**src/logic/dmrb_pkg.sv**
```systemverilog
// package for the dram mode register bank, addresses 06h to 0bh
package dmrb_pkg;
  // mode addresses
  localparam logic [5:0] ADDR_REV_FIRST  = 6'h06;
  localparam logic [5:0] ADDR_REV_SECOND = 6'h07;
  localparam logic [5:0] ADDR_DEV_INFO   = 6'h08;
  localparam logic [5:0] ADDR_VEND_TEST  = 6'h09;
  localparam logic [5:0] ADDR_CAL_RESET  = 6'h0A;
  localparam logic [5:0] ADDR_TERM_CTRL  = 6'h0B;
  // field positions
  localparam int CAL_RESET_BIT = 0;
  localparam int DQ_TERM_LSB   = 0;
  localparam int CA_TERM_LSB   = 4;
  localparam int TYPE_LSB      = 0;
  localparam int DENSITY_LSB   = 2;
  localparam int WIDTH_LSB     = 6;
  // reset values and the reserved termination code
  localparam logic [2:0] TERM_RESET     = 3'h0;
  localparam logic [2:0] TERM_RESERVED  = 3'h7;
  localparam logic [7:0] VEND_RESET     = 8'h00;
  localparam logic [7:0] READ_ZERO      = 8'h00;
  // identity values, arbitrary neutral choices
  localparam logic [7:0] REV_FIRST_DEF  = 8'h5A;
  localparam logic [7:0] REV_SECOND_DEF = 8'hA5;
  // device information defaults: low supply type, 4 Gb die, sixteen bits
  localparam logic [1:0] TYPE_DEF       = 2'h1;
  localparam logic [3:0] DENSITY_DEF    = 4'h0;
  localparam logic [1:0] WIDTH_DEF      = 2'h0;
  // length of the calibration reset pulse in cycles
  localparam int CAL_PULSE_CYCLES = 1;
endpackage

```
**src/logic/dmrb_mode_registers.sv**
```systemverilog
// mode register bank for identifiers, calibration reset and termination
`timescale 1ns/100ps
`default_nettype none
// Overview of operation
// - address 06h reads first revision identifier
// - address 07h reads second revision identifier
// - info bits 1:0 report device type
// - info bits 5:2 report die density
// - info bits 7:6 report I/O width
// - calibration register bit 0 resets calibration
// - grounded pin: default calibration, commands ignored
// - termination bits 2:0 select data termination
// - termination bits 6:4 select command termination
// - writes update only write set point copy
// - operating set point copy drives termination
// - read drives operand bits, zeros elsewhere
module dmrb_mode_registers
  import dmrb_pkg::*;
#(
  parameter logic [7:0] REV_FIRST  = REV_FIRST_DEF,
  parameter logic [7:0] REV_SECOND = REV_SECOND_DEF
) (
  input  wire logic       clk,
  input  wire logic       rst,
  input  wire logic       clkEn,
  input  wire logic       modeRegWriteCmd,
  input  wire logic       modeRegReadCmd,
  input  wire logic [5:0] modeAddress,
  input  wire logic [7:0] operandBits,
  input  wire logic       writeSetPointSelect,
  input  wire logic       operatingSetPointSelect,
  input  wire logic       calPinGrounded,
  input  wire logic       calCommand,
  input  wire logic [1:0] devType,
  input  wire logic [3:0] devDensity,
  input  wire logic [1:0] devWidth,
  output logic      [7:0] readData,
  output logic            readValid,
  output logic            calResetPulse,
  output logic            calStartPulse,
  output logic            calDefaultMode,
  output logic      [2:0] dataBusTermination,
  output logic      [2:0] commandBusTermination,
  output logic      [7:0] vendorTest
);

  // read source picked by the address decode
  typedef enum logic [2:0] {
    RSEL_ZERO   = 3'h0,
    RSEL_REV1   = 3'h1,
    RSEL_REV2   = 3'h2,
    RSEL_INFO   = 3'h3,
    RSEL_VENDOR = 3'h4
  } dmrb_rsel_t;

  // two copies of each termination field, indexed by set point
  logic [2:0] dqTermSp_q [2];
  logic [2:0] caTermSp_q [2];

  // termination codes applied at the receivers
  logic [2:0] dqTermOut_q;
  logic [2:0] caTermOut_q;

  // last byte written to the vendor test address
  logic [7:0] vendorTest_q;

  // calibration pulses, pulse length count and mode
  logic       calReset_q;
  logic [3:0] calResetCnt_q;
  logic       calStart_q;
  logic       calDefault_q;

  // registered read answer and its strobe
  logic [7:0] readData_q;
  logic       readValid_q;

  // read byte and its source for the presented address
  logic [7:0] readData_d;
  dmrb_rsel_t readSel;

  // write strobes, one per writable address
  logic       wrVendTest;
  logic       wrCalReset;
  logic       wrTerm;

  // qualified calibration reset and calibration command
  logic       calResetReq;
  logic       calCmdTaken;

  // true when the presented address names the given register
  function automatic logic addrHit(input logic [5:0] a, input logic [5:0] target);
    return a == target;
  endfunction

  // one three-bit termination field of the operand byte
  function automatic logic [2:0] termField(input logic [7:0] op, input int lsb);
    return op[lsb +: 3];
  endfunction

  // device information byte from straps
  function automatic logic [7:0] devInfo(input logic [1:0] t, input logic [3:0] d,
                                         input logic [1:0] w);
    logic [7:0] v;
    v = READ_ZERO;
    v[TYPE_LSB +: 2]    = t;
    v[DENSITY_LSB +: 4] = d;
    v[WIDTH_LSB +: 2]   = w;
    return v;
  endfunction

  // filter a reserved termination code down to disabled
  function automatic logic [2:0] termCode(input logic [2:0] c);
    return (c == TERM_RESERVED) ? TERM_RESET : c;
  endfunction

  // write address decode; read-only and unknown addresses strobe nothing
  always_comb begin
    wrVendTest = 1'h0;
    wrCalReset = 1'h0;
    wrTerm     = 1'h0;
    if (!modeRegWriteCmd) begin
      wrTerm = 1'h0; // no write this cycle
    end else if (addrHit(modeAddress, ADDR_VEND_TEST)) begin
      wrVendTest = 1'h1;
    end else if (addrHit(modeAddress, ADDR_CAL_RESET)) begin
      wrCalReset = 1'h1;
    end else if (addrHit(modeAddress, ADDR_TERM_CTRL)) begin
      wrTerm = 1'h1;
    end else if (addrHit(modeAddress, ADDR_REV_FIRST) || addrHit(modeAddress, ADDR_REV_SECOND)
                 || addrHit(modeAddress, ADDR_DEV_INFO)) begin
      wrTerm = 1'h0;
    end else begin
      wrTerm = 1'h0; // unknown address, dropped
    end
  end

  // calibration reset asked for by operand bit 0
  assign calResetReq = wrCalReset && operandBits[CAL_RESET_BIT];

  // calibration command let through only with the reference resistor fitted
  assign calCmdTaken = calCommand && !calPinGrounded;

  // data-bus termination copies; only the write set point copy moves
  always_ff @(posedge clk) begin
    if (rst) begin
      dqTermSp_q[0] <= TERM_RESET;
      dqTermSp_q[1] <= TERM_RESET;
    end else if (clkEn && wrTerm) begin
      dqTermSp_q[writeSetPointSelect] <= termField(operandBits, DQ_TERM_LSB);
    end
  end

  // command-bus termination copies; only the write set point copy moves
  always_ff @(posedge clk) begin
    if (rst) begin
      caTermSp_q[0] <= TERM_RESET;
      caTermSp_q[1] <= TERM_RESET;
    end else if (clkEn && wrTerm) begin
      caTermSp_q[writeSetPointSelect] <= termField(operandBits, CA_TERM_LSB);
    end
  end

  // data-bus termination applied from the operating set point copy only
  always_ff @(posedge clk) begin
    if (rst) begin
      dqTermOut_q <= TERM_RESET;
    end else if (clkEn) begin
      dqTermOut_q <= termCode(dqTermSp_q[operatingSetPointSelect]);
    end
  end

  // command-bus termination applied from the operating set point copy only
  always_ff @(posedge clk) begin
    if (rst) begin
      caTermOut_q <= TERM_RESET;
    end else if (clkEn) begin
      caTermOut_q <= termCode(caTermSp_q[operatingSetPointSelect]);
    end
  end

  // vendor test register, expected to hold 00h
  always_ff @(posedge clk) begin
    if (rst) begin
      vendorTest_q <= VEND_RESET;
    end else if (clkEn && wrVendTest) begin
      vendorTest_q <= operandBits;
    end
  end

  // cycles left in the calibration reset pulse
  always_ff @(posedge clk) begin
    if (rst) begin
      calResetCnt_q <= 4'h0;
    end else if (clkEn) begin
      if (calResetReq) begin
        calResetCnt_q <= 4'(CAL_PULSE_CYCLES);
      end else if (calResetCnt_q != 4'h0) begin
        calResetCnt_q <= calResetCnt_q - 4'h1;
      end
    end
  end

  // calibration reset pulse, held for the programmed number of cycles
  always_ff @(posedge clk) begin
    if (rst) begin
      calReset_q <= 1'h0;
    end else if (clkEn) begin
      calReset_q <= calResetReq || (calResetCnt_q > 4'h1);
    end
  end

  // calibration start pulse, dropped while the pin is grounded
  always_ff @(posedge clk) begin
    if (rst) begin
      calStart_q <= 1'h0;
    end else if (clkEn) begin
      calStart_q <= calCmdTaken;
    end
  end

  // calibration mode: default while grounded or after a reset request
  always_ff @(posedge clk) begin
    if (rst) begin
      calDefault_q <= 1'h1;
    end else if (clkEn) begin
      if (calPinGrounded) begin
        calDefault_q <= 1'h1;
      end else if (calResetReq) begin
        calDefault_q <= 1'h1;
      end else if (calCmdTaken) begin
        calDefault_q <= 1'h0;
      end
    end
  end

  // read address decode; write-only and unknown addresses read as zero
  always_comb begin
    if (addrHit(modeAddress, ADDR_REV_FIRST)) begin
      readSel = RSEL_REV1;
    end else if (addrHit(modeAddress, ADDR_REV_SECOND)) begin
      readSel = RSEL_REV2;
    end else if (addrHit(modeAddress, ADDR_DEV_INFO)) begin
      readSel = RSEL_INFO;
    end else if (addrHit(modeAddress, ADDR_VEND_TEST)) begin
      readSel = RSEL_VENDOR;
    end else begin
      readSel = RSEL_ZERO;
    end
  end

  // read byte multiplexer; identifiers are constants, so writes leave them alone
  always_comb begin
    readData_d = READ_ZERO;
    case (readSel)
      RSEL_REV1: begin
        readData_d = REV_FIRST;
      end
      RSEL_REV2: begin
        readData_d = REV_SECOND;
      end
      RSEL_INFO: begin
        readData_d = devInfo(devType, devDensity, devWidth);
      end
      RSEL_VENDOR: begin
        readData_d = vendorTest_q;
      end
      default: begin
        readData_d = READ_ZERO;
      end
    endcase
  end

  // read strobe answered one cycle after the command
  always_ff @(posedge clk) begin
    if (rst) begin
      readValid_q <= 1'h0;
    end else if (clkEn) begin
      readValid_q <= modeRegReadCmd;
    end
  end

  // read data register, zero outside the answer cycle
  always_ff @(posedge clk) begin
    if (rst) begin
      readData_q <= READ_ZERO;
    end else if (clkEn) begin
      readData_q <= modeRegReadCmd ? readData_d : READ_ZERO;
    end
  end

  // read answer outputs
  assign readData              = readData_q;
  assign readValid             = readValid_q;

  // calibration outputs
  assign calResetPulse         = calReset_q;
  assign calStartPulse         = calStart_q;
  assign calDefaultMode        = calDefault_q;

  // termination and vendor test outputs
  assign dataBusTermination    = dqTermOut_q;
  assign commandBusTermination = caTermOut_q;
  assign vendorTest            = vendorTest_q;

endmodule
`default_nettype wire

```
**config.mk**
```make
export PLATFORM = sky130hd
export DESIGN_NAME = dmrb_mode_registers
export DESIGN_NICKNAME = d
export VERILOG_FILES = /design/src/logic/dmrb_pkg.sv /design/src/logic/dmrb_mode_registers.sv
export SDC_FILE = /design/constraint.sdc
export NUM_CORES = 1
export LEC_CHECK = 0
export ABC_AREA = 1
export BUFFER_PORTS_ARGS = -buffer_cell sky130_fd_sc_hd__buf_2
export CAP_MARGIN = 30
export CORE_AREA = 2 2 68 70
export DETAILED_ROUTE_END_ITERATION = 16
export DIE_AREA = 0 0 70 72
export PLACE_DENSITY_LB_ADDON = 0.2
export SYNTH_ARGS = -nofsm -noshare
export SYNTH_HDL_FRONTEND = slang
export SYNTH_SLANG_ARGS = --single-unit
```
**constraint.sdc**
```tcl
create_clock -name clk -period 2.4 [get_ports clk]
set_input_delay 0.24 -clock clk [delete_from_list [all_inputs] [get_ports clk]]
set_output_delay 0.24 -clock clk [all_outputs]
set_load 0.05 [all_outputs]
```
==> run metrics, run 1 <==
drt total wl=4280 um; setup bufs post-CTS=0; sw frac=0.306; Int Pwr=roughly 1100 uW; hold worst-path end=vendorTest[3]; PortBufs=56; FF-to-FF setup slack=1080 ps; CP peak stage delay=around 240 ps; Most used DFF post-synth=dfxtp_1; share of layout cells above drive strength 1=0.239; Clock Path Buffers=2; total of max-cap violations=0; WL per Instance=11.7 um; Total GRT Usage=0.186; syn avg cell area=a little under 8 um^2; gr busiest metal=met2; vias=between 1500 and 2000; Hold Path Class=in -> reg; post-synthesis register bit count=42; Synth top area share=0.294; CTS tree=done; non-filler instance count after layout=roughly 370; Req. time, crit path=~2400 ps; diode count=0; Sequential Area=a little under 1000 um^2; post-detail-place hpwl=approximately 3300 um; Worst Reg2Reg Path Length in Cells=8; Slowest cell on crit path=nand2_1; Rows=24; worst-margin pin slew=roughly 500 ps; top cells by count, synth=nand2_1, inv_1, dfxtp_1; GR Util met2=0.315; part of the power in registers=0.517; final net count=between 300 and 400; clk slew on worst S/H paths=approximately 80 ps; Max IR drop VDD=approximately 0.00032 V; Synth async-reset ratio=0; Chip Width=70 um; crit path DAT=between 1000 and 1500 ps; Clk pwr share=0.275; max-slew violations=0; CTS buffer count=5; R2R Path End=calResetCnt_q[3]; Area Overhead vs Synth=17.8%; RSZ-0062 raised after global routing=false; worst-path cell chain=buf_2, inv_1, nand2_2, nor2_1, nand4_1, nor2_1, nand2_1, nand2_1; Startpoint Class=input pin; Synth area leader=dfxtp_1; Power Density=about 650 nW/um^2; DRC Markers=0; Hold Vio Cnt, Final=0; Initial Util=0.479; crit end category=register; Synth Cell Area=2040 um^2; cells after synthesis=roughly 260; setup TNS=0 ps; met1 Usage GRT=0.237; Reg-to-Reg Start=calResetCnt_q[0]; length of the first detailed-routing pass in iterations=4; routability cong.=between 0.8 and 0.9; core area=approximately 4300 um^2; Sink Count=42; grt ovf=0; Max Fanout on Critical Path=7; status=complete, no violations; syn_nets=around 290; Hold Startpoint=operandBits[3]; vias per inst=~5; combinational power share=0.208; period utilization=0.567; most frequent cell after synthesis=nand2_1; multi-input logic area=between 800 and 900 um^2; Syn. warnings=0; die span in y=72 um; I/O pin count=57; Yosys cell types=27; skew final=~4.8 ps; DR iter-0 viols=100; global-route wire length before repair=roughly 7600 um; worst skew pair latency=about 290 ps; Seq/Total Area, Yosys=0.471; post-layout total power=roughly 1600 uW; Worst Setup Slack, final=around 1000 ps; DP Cell Count=358; sw power=roughly 480 uW; met3 usage=0.0375; htree depth=2; Rel. slew slack=0.663; antenna-violating nets left=0; Fmax=735 MHz; Area contributors post-synth=dfxtp_1, edfxtp_1, nand2_1; # setup viols final=0; cts repair resizes=0; worst setup path category=in -> reg; vias in the first global route=1769; post-place setup slack=about 740 ps; Worst Hold Depth=3; min cycle time layout=about 1400 ps; FILL cells=411; Die ar.=5040 um^2; number of synthesized flops with an enable pin=12; Root Driver=clkbuf_8; largest net degree at the start of global routing=22; static leakage=between 0.001 and 0.0015 uW; CTS Hold Buffers Added=0; initial antenna violation count=0
-- power by group through the flow --
stage                     clock [uW]  combinational, uW  sequential [uW]
after detailed placement           0                324              827
after floorplan                    0                199              870
final                            431                326              810
after CTS                        439                329              811
after global placement             0                321              826
after global routing             464                370              817
-- flip-flops by register name, summed over array words and instances, names as in the netlist --
signal / count
calStartPulse: 1
readValid: 1
calResetPulse: 1
caTermSp_q: 6
readData: 8
calResetCnt_q: 4
dqTermSp_q: 6
dataBusTermination: 3
vendorTest: 8
calDefaultMode: 1
commandBusTermination: 3
-- cell families after synthesis --
kind of cell	share of synthesized area
adders and majority gates	0.0184
buffers and inverters	0.0920
AOI/OAI and AO/OA	0.138
DFF	0.471
and+or+nand+nor	0.281
-- per-layer routing --
metal,share of wire,routed length (um)
met4,0.012,52
met3,0.068,289
met2,0.47,2030
met1,0.45,1910
met5,0,0
-- cell usage in the layout (no fill, tap or decap), types with 2 or more instances in the layout --
cell and n:
nor2_4 3, nand3_1 26, nand2_2 2, buf_2 56
o21ai_0 20, nand2_1 49, edfxtp_1 12, dfxtp_1 30
a21oi_1 24, clkbuf_8 5, nand4_1 9, nor3_1 2
inv_1 31, o21ai_1 2, ha_1 3, nor2_1 27
a21oi_2 2, o21ai_2 2
-- final cells by class --
class,instances,share of cell area
timing repair buffer,57,0.120
sequential,42,0.400
multi-input combinational,176,0.371
inverter,31,0.0484
clock buffer,6,0.0302
clock inverter,2,0.00364
tap,52,0.0271
-- through the flow --
stage | util | cell area, um^2 | hold slack [ps]
after detailed placement | 0.545 | 2320 | 457
after floorplan | - | 2040 | 309
after CTS | 0.564 | 2400 | 163
final | 0.564 | 2400 | 169
after global placement | 0.545 | 2320 | 451
after global routing | 0.564 | 2400 | 180
-- critical path, delay by kind of cell --
family | cells | cell delay [ps]
AND/OR/NAND/NOR | 6 | 890
buffers and inverters | 2 | 190
-- worst max-delay path by stage --
stage,from,to,slack (ps),depth (start not counted)
floorplan,modeAddress[2],caTermSp_q[0][0],1050,7
global placement,modeAddress[2],caTermSp_q[1][1],780,8
detailed placement,modeAddress[2],caTermSp_q[1][1],740,8
CTS,modeAddress[2],dqTermSp_q[1][2],1050,8
global route,modeAddress[2],caTermSp_q[1][0],820,8
finish,modeAddress[2],dqTermSp_q[1][2],1040,8
Note: power is estimated with default switching activity, not from simulation.
==> run 2, diff against run 1 <==
- CORE_AREA: 2 2 68 70 -> 2 2 70 72
- DIE_AREA: 0 0 70 72 -> 0 0 72 74
- clock period: 2.4 -> 1.17 ns (I/O delays scaled with it)
==> run 2 against run 1 <==
Sequential cell count unchanged; register-to-register slack got worse by 1000 ps; power is 130% higher; sequential share of layout area down 3.6 points.
==> run metrics, run 2 (synthesis gave the netlist of run 1 again) <==
status=complete, no violations; CP Buf/Inv Count=1 (-1); R2R Path End=calResetCnt_q[0]; length of the first detailed-routing pass in iterations=4 (unchanged); drt total wl=4490 um (+4.8%); delay-heaviest family, CP=flip-flops; worst-path cell chain=buf_2; CTS buffer count=5 (unchanged); die span in y=74 um (+2.8%); CTS tree=done; DP Cell Count=382 (+6.7%); Power Density=1350 nW/um^2 (+110%); Max IR drop VDD=0.000760 V (+140%); DR iter-0 viols=79 (-21%); DRC Markers=0 (unchanged); final net count=369 (+6.3%); Clock Path Buffers=2 (unchanged); most common cell after layout, fill and taps aside=buf_2; largest net degree at the start of global routing=20 (-9.1%); met3 wire len=231 um (-20%); Area Overhead vs Synth=29.9%; Rows=25 (+4.2%); static leakage=0.00128 uW (+10%); antenna-violating nets left=0 (unchanged); I/O pin count=57 (unchanged); FF-to-FF setup slack=70 ps (-1010 ps); RSZ-0062 raised after global routing=true; Req. time, crit path=1050 ps (-1330 ps); Die ar.=5330 um^2 (+5.7%); total of max-cap violations=0 (unchanged); Total GRT Usage=0.176 (-0.0103); htree depth=2 (unchanged); grt ovf=0 (unchanged); commonest non-fill, non-tap cells in the layout=buf_2, nand2_1, inv_1; met2 WL=2080 um (+2.8%); period utilization=0.938; # setup viols final=0 (unchanged); crit path DAT=980 ps (-360 ps); worst setup path category=reg -> out; crit end category=primary output; Initial Util=0.444 (-0.0348); Root Driver=clkbuf_8; routability cong.=0.818 (-2.3%); post-detail-place hpwl=3380 um (+2.7%); Max Fanout on Critical Path=3 (-4); Hold Startpoint=operandBits[3]; min cycle time layout=approximately 1100 ps; WL per Instance=11.5 um (-1.7%); diode count=0 (unchanged); top sig layer=met4; Rel. slew slack=0.837 (+0.173); Worst Reg2Reg Path Length in Cells=7 (-1); vias=1893 (+3.2%); Chip Width=72 um (+2.9%); Startpoint Class=register; Worst Hold Depth=3 (unchanged); hold worst-path end=vendorTest[3]; worst skew pair latency=290 ps (about the same); clk slew on worst S/H paths=80 ps (about the same); vias in the first global route=1770 (+0.057%); share of layout cells above drive strength 1=0.342 (+0.103); Reg-to-Reg Start=calResetCnt_q[1]; Hold Vio Cnt, Final=0 (unchanged); Fmax=roughly 910 MHz; CP peak stage delay=400 ps (+160 ps); PortBufs=56 (unchanged); max-slew violations=0 (unchanged); core area=4600 um^2 (+7.8%); non-filler instance count after layout=390 (+6.6%); initial antenna violation count=0 (unchanged); Slowest cell on crit path=dfxtp_1; skew final=4.93 ps (+0.147 ps); worst-margin pin slew=243 ps (-260 ps); vias per inst=4.85 (-3.1%); Hold Path Class=in -> reg; global-route wire length before repair=7400 um (-2.3%); Layout Utilization=0.577 (+0.0129); M1 WL=2120 um (+11%); Sink Count=42 (unchanged)
[run 2: worst max path at each step]
| stage | start | end | slack, ps | cells after the start |
|---|---|---|---|---|
| floorplan | modeAddress[2] | caTermSp_q[0][0] | -2 | 7 |
| global placement | modeAddress[5] | dqTermSp_q[1][1] | -60 | 8 |
| detailed placement | modeAddress[4] | readData[4] | -80 | 8 |
| CTS | calResetCnt_q[0] | calResetCnt_q[0] | 6 | 7 |
| global route | calResetCnt_q[1] | calResetPulse | -30 | 6 |
| finish | vendorTest[2] | vendorTest[2] | 70 | 1 |
[run 2: layout make-up]
type	instances	area (um^2)
fillers	435	1950
flip-flops and latches	42	963
multi-input cells	176	961
repair buffers	79	453
inverters	31	116
clock buffers	5	68.8
well taps	54	67.6
clock inverters	3	21.3
[run 2: per-stage QoR]
step	instance area (um^2)	power [uW]	TNS [ps]	setup WS [ps]	hold slack, ps
finish	2650	3590	0	72.0	45.6
global route	2650	3810	-46.3	-26.0	56.6
CTS	2590	3440	0	6.20	33.1
detailed placement	2490	2480	-1490	-78.0	347
global placement	2490	2480	-1140	-55.5	341
floorplan	2050	2190	-25.6	-2.13	186
[run 2: report_power, final]
part           total [uW]  internal (uW)  switching, uW
Sequential           1660           1600           58.0
Combinational         987            404            582
Clock                 944            420            525
[run 2: routing by layer]
metal / track usage / up-vias
met4: 0.0503 / 0
li1: - / 1005
met5: 0 / -
met1: 0.221 / 838
met3: 0.0461 / 4
met2: 0.301 / 46
[run 2: what timing repair did]
item	CTS	global route
hold buffers	0	0
buffers inserted	0	0
gates resized for setup	1	18
endpoints found under the setup margin	4	6
endpoints found under the hold margin	0	0
pin swaps	0	5
